===== src/rgpf_map.svh =====
// constants for the gap and pulse-position command framer
// assumes inclusion by bare name from the framer module
`ifndef RGPF_MAP_SVH
`define RGPF_MAP_SVH
`define RGPF_CLK_NS        8
`define RGPF_TMR_W         20
`define RGPF_SLOTS         16
`define RGPF_GAP_NS        175000
`define RGPF_BURST_NS      1575000
`define RGPF_SYM_NORMAL_NS 2800000
`define RGPF_SYM_FAST_NS   160000
`define RGPF_BURST_PAT_REQ 16'h0155
`define RGPF_BURST_PAT_BYP 16'h0155
`define RGPF_REF_PAT       16'h8081
`define RGPF_END_CODE      8'hEA
`define RGPF_RX_BIT_HZ     70000
`define RGPF_LISTEN_NS     1000000
`define RGPF_RUN_WAIT_NS   3300000
`define RGPF_CRC_INIT      16'hFFFF
`define RGPF_PREAMBLE      8'hFE
`define RGPF_END_ACK       8'hFE
`define RGPF_PRE_BITS      8'd8
`define RGPF_RW_BITS       8'd64
`define RGPF_QR_MIN_BITS   8'd96
`define RGPF_QR_MAX_BITS   160
`define RGPF_LEN_W         8
`endif


===== src/rgpf_pkg.sv =====
// types shared by the framer: command kinds and state encodings
// assumes nothing beyond a SystemVerilog compiler
package rgpf_pkg;
  typedef enum logic [2:0] {
    RGPF_CMD_REQ   = 3'h0,
    RGPF_CMD_BYP   = 3'h1,
    RGPF_CMD_PPM   = 3'h2,
    RGPF_CMD_MATCH = 3'h3,
    RGPF_CMD_END   = 3'h4
  } rgpf_cmd_e;
  typedef enum logic [2:0] {
    TX_IDLE = 3'b001,
    TX_SYM  = 3'b010,
    TX_WAIT = 3'b100
  } rgpf_tx_e;
  typedef enum logic [2:0] {
    RX_IDLE = 3'b001,
    RX_BITS = 3'b010,
    RX_DONE = 3'b100
  } rgpf_rx_e;
endpackage : rgpf_pkg


===== src/rgpf_framer.sv =====
// interrogator command encoder (gap bursts, 1-of-16 ppm) and tag answer framer
// assumes rx_in is the sliced envelope, synchronous to sys_clk
`timescale 1ns/1ps
`default_nettype none
`include "rgpf_map.svh"
// Summary of operation
// - tag-first mode: carrier steady, listen only
// - command mode: everything sent by gaps
// - open with five-gap burst in 1.575 ms
// - each gap one slot: 175 us, 10 us for ppm symbols at fast speed, field fully off
// - one gap per symbol span
// - gap slot index equals nibble value
// - three-gap time reference before symbols
// - read, write, flag and end commands
// - continuous run repeats request burst, collects replies
// - one ms listen window after answers
// - match code: reference plus twelve bits
// - end command: code 111, address 01010, parity
// - decode tag answers as 70 kHz manchester
// - table-driven crc on sent and received frames
module rgpf_framer
  import rgpf_pkg::*;
#(
  parameter int unsigned FRAME_W         = `RGPF_QR_MAX_BITS,
  parameter int unsigned SLOT_GAP_CYC    = `RGPF_GAP_NS / `RGPF_CLK_NS,
  parameter int unsigned SLOT_NORMAL_CYC = `RGPF_SYM_NORMAL_NS / `RGPF_CLK_NS / `RGPF_SLOTS,
  parameter int unsigned SLOT_FAST_CYC   = `RGPF_SYM_FAST_NS / `RGPF_CLK_NS / `RGPF_SLOTS,
  parameter int unsigned LISTEN_CYC      = `RGPF_LISTEN_NS / `RGPF_CLK_NS,
  parameter int unsigned RUN_WAIT_CYC    = `RGPF_RUN_WAIT_NS / `RGPF_CLK_NS,
  parameter int unsigned RX_BIT_CYC      = 1000000000 / `RGPF_CLK_NS / `RGPF_RX_BIT_HZ
) (
  // clock and reset
  input  wire logic               sys_clk,
  input  wire logic               nrst,
  // mode selection
  input  wire logic               tag_speaks_first_mode,
  input  wire logic               fast_speed,
  input  wire logic               continuous_run,
  // command request
  input  wire logic               cmd_valid,
  input  wire logic [2:0]         cmd_kind,
  input  wire logic [63:0]        cmd_nibbles,
  input  wire logic [4:0]         cmd_count,
  input  wire logic               cmd_add_crc,
  output logic                    cmd_ready,
  // rf modulator
  output logic                    carrier_on,
  output logic                    tx_busy,
  // tag answer path
  input  wire logic               rx_in,
  input  wire logic               rx_ready,
  output logic                    rx_valid,
  output logic [FRAME_W-1:0]      rx_frame,
  output logic [`RGPF_LEN_W-1:0]  rx_len,
  output logic                    frame_drop,
  output logic                    listen_window
);
  localparam int unsigned BURST_SLOTS = `RGPF_BURST_NS / `RGPF_GAP_NS;
  localparam int unsigned BW = FRAME_W + `RGPF_LEN_W;
  localparam logic [11:0] HALF3 = 12'((RX_BIT_CYC * 3) / 4);
  localparam logic [11:0] IDLE2 = 12'(RX_BIT_CYC * 2);

  // nibble-wide crc table, polynomial x16+x12+x5+1
  function automatic logic [15:0] crc_tab(input logic [3:0] i);
    case (i)
      4'h0: crc_tab = 16'h0000;  4'h1: crc_tab = 16'h1021;
      4'h2: crc_tab = 16'h2042;  4'h3: crc_tab = 16'h3063;
      4'h4: crc_tab = 16'h4084;  4'h5: crc_tab = 16'h50A5;
      4'h6: crc_tab = 16'h60C6;  4'h7: crc_tab = 16'h70E7;
      4'h8: crc_tab = 16'h8108;  4'h9: crc_tab = 16'h9129;
      4'hA: crc_tab = 16'hA14A;  4'hB: crc_tab = 16'hB16B;
      4'hC: crc_tab = 16'hC18C;  4'hD: crc_tab = 16'hD1AD;
      4'hE: crc_tab = 16'hE1CE;  default: crc_tab = 16'hF1EF;
    endcase
  endfunction : crc_tab

  // one nibble through the crc, msb first
  function automatic logic [15:0] crc_nib(input logic [15:0] c, input logic [3:0] n);
    crc_nib = {c[11:0], 4'h0} ^ crc_tab(c[15:12] ^ n);
  endfunction : crc_nib

  // even parity over a field
  function automatic logic par(input logic [10:0] v);
    par = ^v;
  endfunction : par

  // reset release through two flops
  logic [1:0] rst_sync_reg;
  logic       rst_n;
  always_ff @(posedge sys_clk or negedge nrst) begin
    if (!nrst) begin
      rst_sync_reg <= 2'b00;
    end else begin
      rst_sync_reg <= {rst_sync_reg[0], 1'b1};
    end
  end
  assign rst_n = rst_sync_reg[1];

  // transmit state
  rgpf_tx_e                tx_state_reg, tx_state_next;
  logic [`RGPF_TMR_W-1:0]  tmr_reg, tmr_next, slot_len_reg, slot_len_next;
  logic [15:0]             pat_reg, pat_next, tcrc_reg, tcrc_next;
  logic [3:0]              slot_reg, slot_next, last_reg, last_next;
  logic [63:0]             nib_reg, nib_next;
  logic [4:0]              left_reg, left_next;
  logic                    crcp_reg, crcp_next, auto_reg, auto_next;
  logic                    carrier_reg, carrier_next, ready_reg, ready_next;
  logic                    take, busy_reg, busy_next;
  logic                    sym_end;

  // next symbol: gap alone in the slot named by the nibble
  always_comb begin
    tx_state_next = tx_state_reg;
    tmr_next      = tmr_reg;
    slot_len_next = slot_len_reg;
    pat_next      = pat_reg;
    tcrc_next     = tcrc_reg;
    slot_next     = slot_reg;
    last_next     = last_reg;
    nib_next      = nib_reg;
    left_next     = left_reg;
    crcp_next     = crcp_reg;
    auto_next     = auto_reg;
    take          = cmd_valid && ready_reg;
    sym_end       = (tmr_reg == slot_len_reg - 1'b1) && (slot_reg == last_reg);
    case (tx_state_reg)
      TX_IDLE: begin
        tmr_next  = '0;
        slot_next = 4'h0;
        if ((take || (continuous_run && !cmd_valid)) && !tag_speaks_first_mode) begin
          tx_state_next = TX_SYM;
          auto_next     = !take;
          tcrc_next     = `RGPF_CRC_INIT;
          crcp_next     = 1'b0;
          left_next     = 5'h0;
          if (!take || cmd_kind == RGPF_CMD_REQ || cmd_kind == RGPF_CMD_BYP) begin
            pat_next      = (take && cmd_kind == RGPF_CMD_BYP) ?
                            `RGPF_BURST_PAT_BYP : `RGPF_BURST_PAT_REQ;
            last_next     = 4'(BURST_SLOTS - 1);
            slot_len_next = `RGPF_TMR_W'(SLOT_GAP_CYC);
          end else begin
            pat_next      = `RGPF_REF_PAT;
            last_next     = 4'(`RGPF_SLOTS - 1);
            slot_len_next = fast_speed ? `RGPF_TMR_W'(SLOT_FAST_CYC) :
                                         `RGPF_TMR_W'(SLOT_NORMAL_CYC);
            if (cmd_kind == RGPF_CMD_MATCH) begin
              nib_next  = {cmd_nibbles[63:53], par(cmd_nibbles[63:53]), 52'h0};
              left_next = 5'd3;
            end else if (cmd_kind == RGPF_CMD_END) begin
              nib_next  = {`RGPF_END_CODE, par({3'h0, `RGPF_END_CODE}), 55'h0};
              left_next = 5'd3;
            end else begin
              nib_next  = cmd_nibbles;
              left_next = cmd_count;
              crcp_next = cmd_add_crc;
            end
          end
        end
      end
      TX_SYM: begin
        tmr_next = tmr_reg + 1'b1;
        if (tmr_reg == slot_len_reg - 1'b1) begin
          tmr_next  = '0;
          slot_next = slot_reg + 4'h1;
        end
        if (sym_end) begin
          slot_next = 4'h0;
          last_next = 4'(`RGPF_SLOTS - 1);
          if (left_reg != 5'h0) begin
            pat_next  = 16'h0001 << nib_reg[63:60];
            nib_next  = {nib_reg[59:0], 4'h0};
            left_next = left_reg - 5'h1;
            if (crcp_reg) begin
              tcrc_next = crc_nib(tcrc_reg, nib_reg[63:60]);
            end
          end else if (crcp_reg) begin
            pat_next  = 16'h0001 << tcrc_reg[15:12];
            nib_next  = {tcrc_reg[11:0], 52'h0};
            left_next = 5'd3;
            crcp_next = 1'b0;
          end else begin
            tx_state_next = auto_reg ? TX_WAIT : TX_IDLE;
          end
        end
      end
      TX_WAIT: begin
        tmr_next = tmr_reg + 1'b1;
        if (tmr_reg == `RGPF_TMR_W'(RUN_WAIT_CYC - 1)) begin
          tx_state_next = TX_IDLE;
        end
      end
      default: begin
        tx_state_next = TX_IDLE;
      end
    endcase
    if (tag_speaks_first_mode) begin
      tx_state_next = TX_IDLE;
    end
    carrier_next = !((tx_state_next == TX_SYM) && pat_next[slot_next]);
    ready_next   = (tx_state_next == TX_IDLE) && !tag_speaks_first_mode;
    busy_next    = !ready_next;
  end

  // transmit registers
  always_ff @(posedge sys_clk or negedge rst_n) begin
    if (!rst_n) begin
      tx_state_reg <= TX_IDLE;
      tmr_reg      <= '0;
      slot_len_reg <= '0;
      pat_reg      <= 16'h0000;
      tcrc_reg     <= `RGPF_CRC_INIT;
      slot_reg     <= 4'h0;
      last_reg     <= 4'h0;
      nib_reg      <= 64'h0;
      left_reg     <= 5'h0;
      crcp_reg     <= 1'b0;
      auto_reg     <= 1'b0;
      carrier_reg  <= 1'b1;
      ready_reg    <= 1'b0;
      busy_reg     <= 1'b1;
    end else begin
      tx_state_reg <= tx_state_next;
      tmr_reg      <= tmr_next;
      slot_len_reg <= slot_len_next;
      pat_reg      <= pat_next;
      tcrc_reg     <= tcrc_next;
      slot_reg     <= slot_next;
      last_reg     <= last_next;
      nib_reg      <= nib_next;
      left_reg     <= left_next;
      crcp_reg     <= crcp_next;
      auto_reg     <= auto_next;
      carrier_reg  <= carrier_next;
      ready_reg    <= ready_next;
      busy_reg     <= busy_next;
    end
  end

  // receive state
  rgpf_rx_e               rx_state_reg, rx_state_next;
  logic                   prev_reg, prev_next;
  logic [11:0]            bcnt_reg, bcnt_next;
  logic [`RGPF_LEN_W-1:0] nbit_reg, nbit_next;
  logic [FRAME_W-1:0]     sh_reg, sh_next;
  logic [3:0]             rnib_reg, rnib_next;
  logic [15:0]            rcrc_reg, rcrc_next;
  logic [`RGPF_TMR_W-1:0] lw_reg, lw_next;
  logic                   drop_reg, drop_next, lwo_reg, lwo_next;
  logic                   edge_seen, push, room, ok;
  logic [7:0]             pre;

  // manchester slicer: a falling mid-bit edge is a one
  always_comb begin
    rx_state_next = rx_state_reg;
    prev_next     = rx_in;
    bcnt_next     = (bcnt_reg == 12'hFFF) ? bcnt_reg : bcnt_reg + 12'h1;
    nbit_next     = nbit_reg;
    sh_next       = sh_reg;
    rnib_next     = rnib_reg;
    rcrc_next     = rcrc_reg;
    lw_next       = (lw_reg != '0) ? lw_reg - 1'b1 : lw_reg;
    drop_next     = 1'b0;
    push          = 1'b0;
    edge_seen     = (rx_in != prev_reg) && carrier_reg;
    pre           = 8'(sh_reg >> (nbit_reg - `RGPF_PRE_BITS));
    ok            = 1'b0;
    case (rx_state_reg)
      RX_IDLE: begin
        if (edge_seen) begin
          rx_state_next = RX_BITS;
          sh_next       = {{(FRAME_W-1){1'b0}}, prev_reg};
          nbit_next     = `RGPF_LEN_W'(1);
          bcnt_next     = 12'h0;
          rcrc_next     = `RGPF_CRC_INIT;
        end
      end
      RX_BITS: begin
        if (edge_seen && bcnt_reg >= HALF3) begin
          bcnt_next = 12'h0;
          sh_next   = {sh_reg[FRAME_W-2:0], prev_reg};
          rnib_next = {rnib_reg[2:0], prev_reg};
          if (nbit_reg <= `RGPF_LEN_W'(FRAME_W)) begin
            nbit_next = nbit_reg + 1'b1;
          end
          if (nbit_reg >= `RGPF_PRE_BITS && nbit_reg[1:0] == 2'b11) begin
            rcrc_next = crc_nib(rcrc_reg, {rnib_reg[2:0], prev_reg});
          end
        end else if (bcnt_reg >= IDLE2) begin
          rx_state_next = RX_DONE;
        end
      end
      RX_DONE: begin
        ok = ((nbit_reg == `RGPF_PRE_BITS) && (pre == `RGPF_END_ACK)) ||
             ((nbit_reg == `RGPF_RW_BITS) && (pre == `RGPF_PREAMBLE) &&
              (rcrc_reg == 16'h0000)) ||
             ((nbit_reg >= `RGPF_QR_MIN_BITS) && (nbit_reg <= `RGPF_LEN_W'(FRAME_W)) &&
              (pre == `RGPF_PREAMBLE));
        if (!ok) begin
          drop_next     = 1'b1;
          rx_state_next = RX_IDLE;
        end else if (room) begin
          push          = 1'b1;
          lw_next       = `RGPF_TMR_W'(LISTEN_CYC);
          rx_state_next = RX_IDLE;
        end
      end
      default: begin
        rx_state_next = RX_IDLE;
      end
    endcase
    lwo_next = (lw_next != '0);
  end

  // receive registers
  always_ff @(posedge sys_clk or negedge rst_n) begin
    if (!rst_n) begin
      rx_state_reg <= RX_IDLE;
      prev_reg     <= 1'b1; // idle level, no false edge
      bcnt_reg     <= 12'h0;
      nbit_reg     <= '0;
      sh_reg       <= '0;
      rnib_reg     <= 4'h0;
      rcrc_reg     <= `RGPF_CRC_INIT;
      lw_reg       <= '0;
      drop_reg     <= 1'b0;
      lwo_reg      <= 1'b0;
    end else begin
      rx_state_reg <= rx_state_next;
      prev_reg     <= prev_next;
      bcnt_reg     <= bcnt_next;
      nbit_reg     <= nbit_next;
      sh_reg       <= sh_next;
      rnib_reg     <= rnib_next;
      rcrc_reg     <= rcrc_next;
      lw_reg       <= lw_next;
      drop_reg     <= drop_next;
      lwo_reg      <= lwo_next;
    end
  end

  // two-entry answer buffer; head entry drives the outputs
  logic [BW-1:0] e0_reg, e0_next, e1_reg, e1_next;
  logic          v0_reg, v0_next, v1_reg, v1_next;
  always_comb begin
    e0_next = e0_reg;
    e1_next = e1_reg;
    v0_next = v0_reg;
    v1_next = v1_reg;
    room    = !v1_reg;
    if (v0_reg && rx_ready) begin
      e0_next = e1_reg;
      v0_next = v1_reg;
      v1_next = 1'b0;
    end
    if (push) begin
      if (!v0_next) begin
        e0_next = {nbit_reg, sh_reg};
        v0_next = 1'b1;
      end else begin
        e1_next = {nbit_reg, sh_reg};
        v1_next = 1'b1;
      end
    end
  end

  // buffer registers
  always_ff @(posedge sys_clk or negedge rst_n) begin
    if (!rst_n) begin
      e0_reg <= '0;
      e1_reg <= '0;
      v0_reg <= 1'b0;
      v1_reg <= 1'b0;
    end else begin
      e0_reg <= e0_next;
      e1_reg <= e1_next;
      v0_reg <= v0_next;
      v1_reg <= v1_next;
    end
  end

  // outputs straight from flops
  assign cmd_ready     = ready_reg;
  assign carrier_on    = carrier_reg;
  assign tx_busy       = busy_reg;
  assign rx_valid      = v0_reg;
  assign rx_frame      = e0_reg[FRAME_W-1:0];
  assign rx_len        = e0_reg[BW-1:FRAME_W];
  assign frame_drop    = drop_reg;
  assign listen_window = lwo_reg;
endmodule : rgpf_framer
`default_nettype wire


===== config.mk =====
export PLATFORM = sky130hd
export DESIGN_NAME = rgpf_framer
export DESIGN_NICKNAME = d
export VERILOG_FILES = /design/src/rgpf_pkg.sv /design/src/rgpf_framer.sv
export VERILOG_INCLUDE_DIRS = /design/src
export SDC_FILE = /design/constraint.sdc
export NUM_CORES = 2
export LEC_CHECK = 0
export ABC_AREA = 1
export ABC_CLOCK_PERIOD_IN_PS = 31800
export BUFFER_PORTS_ARGS = -buffer_cell sky130_fd_sc_hd__buf_4
export CORE_UTILIZATION = 62
export CTS_BUF_LIST = sky130_fd_sc_hd__clkbuf_8
export DETAILED_ROUTE_END_ITERATION = 10
export PLACE_DENSITY = 0.79
export SLEW_MARGIN = 20
export SYNTH_ARGS = -nofsm -noshare
export SYNTH_HDL_FRONTEND = slang
export SYNTH_SLANG_ARGS = --single-unit

===== constraint.sdc =====
create_clock -name sys_clk -period 31.8 [get_ports sys_clk]
set_clock_uncertainty 0.1 [all_clocks]
set_input_delay 4.77 -clock sys_clk [delete_from_list [all_inputs] [get_ports sys_clk]]
set_output_delay 4.77 -clock sys_clk [all_outputs]
set_load 0.05 [all_outputs]

==> flow_metrics.py <==
metrics = {
    "run_status": {
        "status": "completed",
    },
    "sta": {
        "min_period_ps": 7460,
        "rsz0062_at_grt": "no",
        "hold_viol": 0,
        "period_share": 0.235,
        "finalSetupViolCount": 0,
        "fmax_mhz": 134,
        "slew_headroom": 0.244,
        "setup_tns_ps": 0,
        "tightestPinTransition_ps": 1130,
        "slew_viol_final": 0,
    },
    "run": {
        "maxCapViolCount": 0,
    },
    "grt": {
        "grt_pass1_vias": 33300,
        "grt_pass1_wl_um": 168000,
        "globalRouteMet1Util": 0.424,
        "overflow": 0,
        "gr-usage-met2": 0.530,
        "grt_start_max_net_pins": 181,
        "gr-usage-met3": 0.0603,
        "antenna_found_initial": 2,
        "grtUsageTotal": 0.322,
        "top_usage_layer": "met2",
    },
    "placement": {
        "place.gp.congestion": 0.942,
        "dpl_cell_area_mm2": 0.0409,
        "dp.cells": 5878,
        "portBuffers": 254,
        "hpwl_um": 67800,
    },
    "critical_path": {
        "crit_arrival_ps": 7940,
        "cpPeakStageDelay_ps": 780,
        "path_class": "reg2reg",
        "critPathBufInv": 6,
        "crit_path_end_kind": "flip-flop",
        "r2r-start": "nbit_reg[0]",
        "cpLargestDelayFamily": "buffers and inverters",
        "cpMaxStageDelayCell": "dfrtp_4",
        "crit_start": "nbit_reg[0]",
        "required_ps": 32270,
        "crit_fanout": 113,
        "worst_setup_path_start_kind": "flip-flop",
        "critical_path.cell_chain": "inv_4 -> buf_4 -> nand2_1 -> nand3_1 -> nand3_1 -> nand2_1 -> inv_1 -> nand4_1 -> nand3_1 -> nand3_1 -> nand3_1 -> nand2_1 -> nand2_1 -> nor2_1 -> nand4_2 -> clkinv_2 -> buf_4 -> nand2_8 -> buf_4 -> nand2_1 -> o21ai_1",
    },
    "clocking": {
        "clkLatencyLatePin_ps": 740,
        "post_cts_buffers": 0,
        "cts_made_buffers": 112,
        "cts_tree": "done",
        "cts_max_level": 3,
        "ctsHoldBuffers": 0,
        "cts.clk_slew.worst_paths_ps": 60,
        "cts_num_sinks": 703,
        "ctsLongestPathBuffers": 3,
        "cts-root-buf": "clkbuf_8",
        "post_cts_resized": 0,
    },
    "cells_and_area": {
        "drive_gt1_frac": 0.135,
        "final_cell_mix": "1307 x nand2_1, 962 x nand3_1, 663 x dfrtp_1",
        "final_cell_count_no_fill": 6088,
        "fillCellCount": 5271,
        "multiInputGateArea_mm2": 0.0185,
        "layout_commonest_cell": "nand2_1",
        "area_growth_pct": 10.5,
        "ff_latch_area_mm2": 0.0176,
        "final_nets": 5254,
        "design_area_mm2": 0.0432,
    },
    "floorplanning": {
        "die_w_um": 253,
        "std_cell_rows": 91,
        "die_h_um": 253,
        "start_util": 0.631,
        "io_pins": 255,
        "die_area_mm2": 0.0640,
        "core_region_area_mm2": 0.0619,
    },
    "synthesis": {
        "synth_warnings": 0,
        "ys_ff_latch": 703,
        "synth_edf_count": 0,
        "ys_seq_area_frac": 0.451,
        "ys.flop_type": "dfrtp_1",
        "synthesis.area_mm2": 0.0391,
        "synth_cells": 5080,
        "async_reset_ff_frac": 1.00,
        "postSynthAreaPerCell_um2": 7.69,
        "syn-num-nets": 5178,
        "synth_cell_types": 56,
    },
    "route": {
        "wl_per_cell_um": 16.9,
        "drc": 0,
        "routed_wl_um": 103000,
        "first_iter_violations": 3017,
        "dr.pass1.iters": 7,
        "vias_per_cell": 5.83,
        "antenna_left": 0,
        "num_vias": 35500,
    },
    "power": {
        "power_density_mw_per_mm2": 61.4,
        "p_leak_nw": 20.9,
        "peakVddDrop_mv": 0.0728,
    },
    "min_path": {
        "hold_path.class": "reg2reg",
        "holdCritStartpoint": "rst_sync_reg[0]",
    },
}
[cell usage after synthesis (all sizes together) (17+ instances only)]
master	instances	area, µm²
dfrtp	666	16700
a21oi	57	289
nor3	34	186
nand4	51	325
ha	17	213
clkbuf	173	651
inv	379	1430
nand2	1317	4960
mux2	169	1900
nor2	206	831
o21ai	642	3210
dfstp	37	972
nand3	965	4840
xnor2	23	201
buf	157	903
xor2	50	457
[layer usage]
layer / part of all wire / routed length, µm
met1: 0.42 / 42800
met2: 0.49 / 50000
met3: 0.068 / 6940
met4: 0.029 / 2960
met5: 0 / 0
[power breakdown]
group          leakage, nW  switching, W  internal, W
Sequential            9.45     0.0000733     0.000974
Combinational         10.1      0.000599     0.000228
Clock                 1.34      0.000363     0.000415
Total                 20.9       0.00104      0.00162
[path summary, 6_finish.rpt]
| path | endpoint | slack, ps | depth (start not counted) |
|---|---|---|---|
| min in group asynchronous | nib_reg[27] | 320 | 0 |
| min | rst_sync_reg[1] | 280 | 0 |
| max reg2reg | e1_reg[88] | 24340 | 21 |
| min reg2reg | rst_sync_reg[1] | 280 | 0 |
| max in group asynchronous | e1_reg[33] | 27090 | 4 |
| max | e1_reg[88] | 24340 | 21 |
[kinds of logic after synthesis]
group,share of synthesized area
adders and majority gates,0.00544
xor gates and xnor gates,0.0168
DFF,0.451
AOI/OAI and AO/OA,0.106
and+or+nand+nor,0.292
other,0.0000960
muxes,0.0520
buffers and inverters,0.0764
[final cells by class]
cell class	count	area share
multi-input cells	3666	0.429
clock buffers	135	0.0430
well taps	837	0.0243
diodes	3	0.000174
flip-flops and latches	703	0.409
repair buffers	292	0.0516
clock inverters	71	0.00950
inverters	381	0.0333
[through the flow]
step | setup WS [ps] | util | power (W) | hold WS [ps]
after floorplan | 10720 | - | 0.00171 | 231
after global placement | 23930 | 0.660 | 0.00186 | 235
after detailed placement | 23860 | 0.660 | 0.00187 | 238
after CTS | 24520 | 0.697 | 0.00265 | 267
after global routing | 23790 | 0.697 | 0.00281 | 280
final | 24340 | 0.697 | 0.00265 | 278
Power figures use the tool's default switching activity.
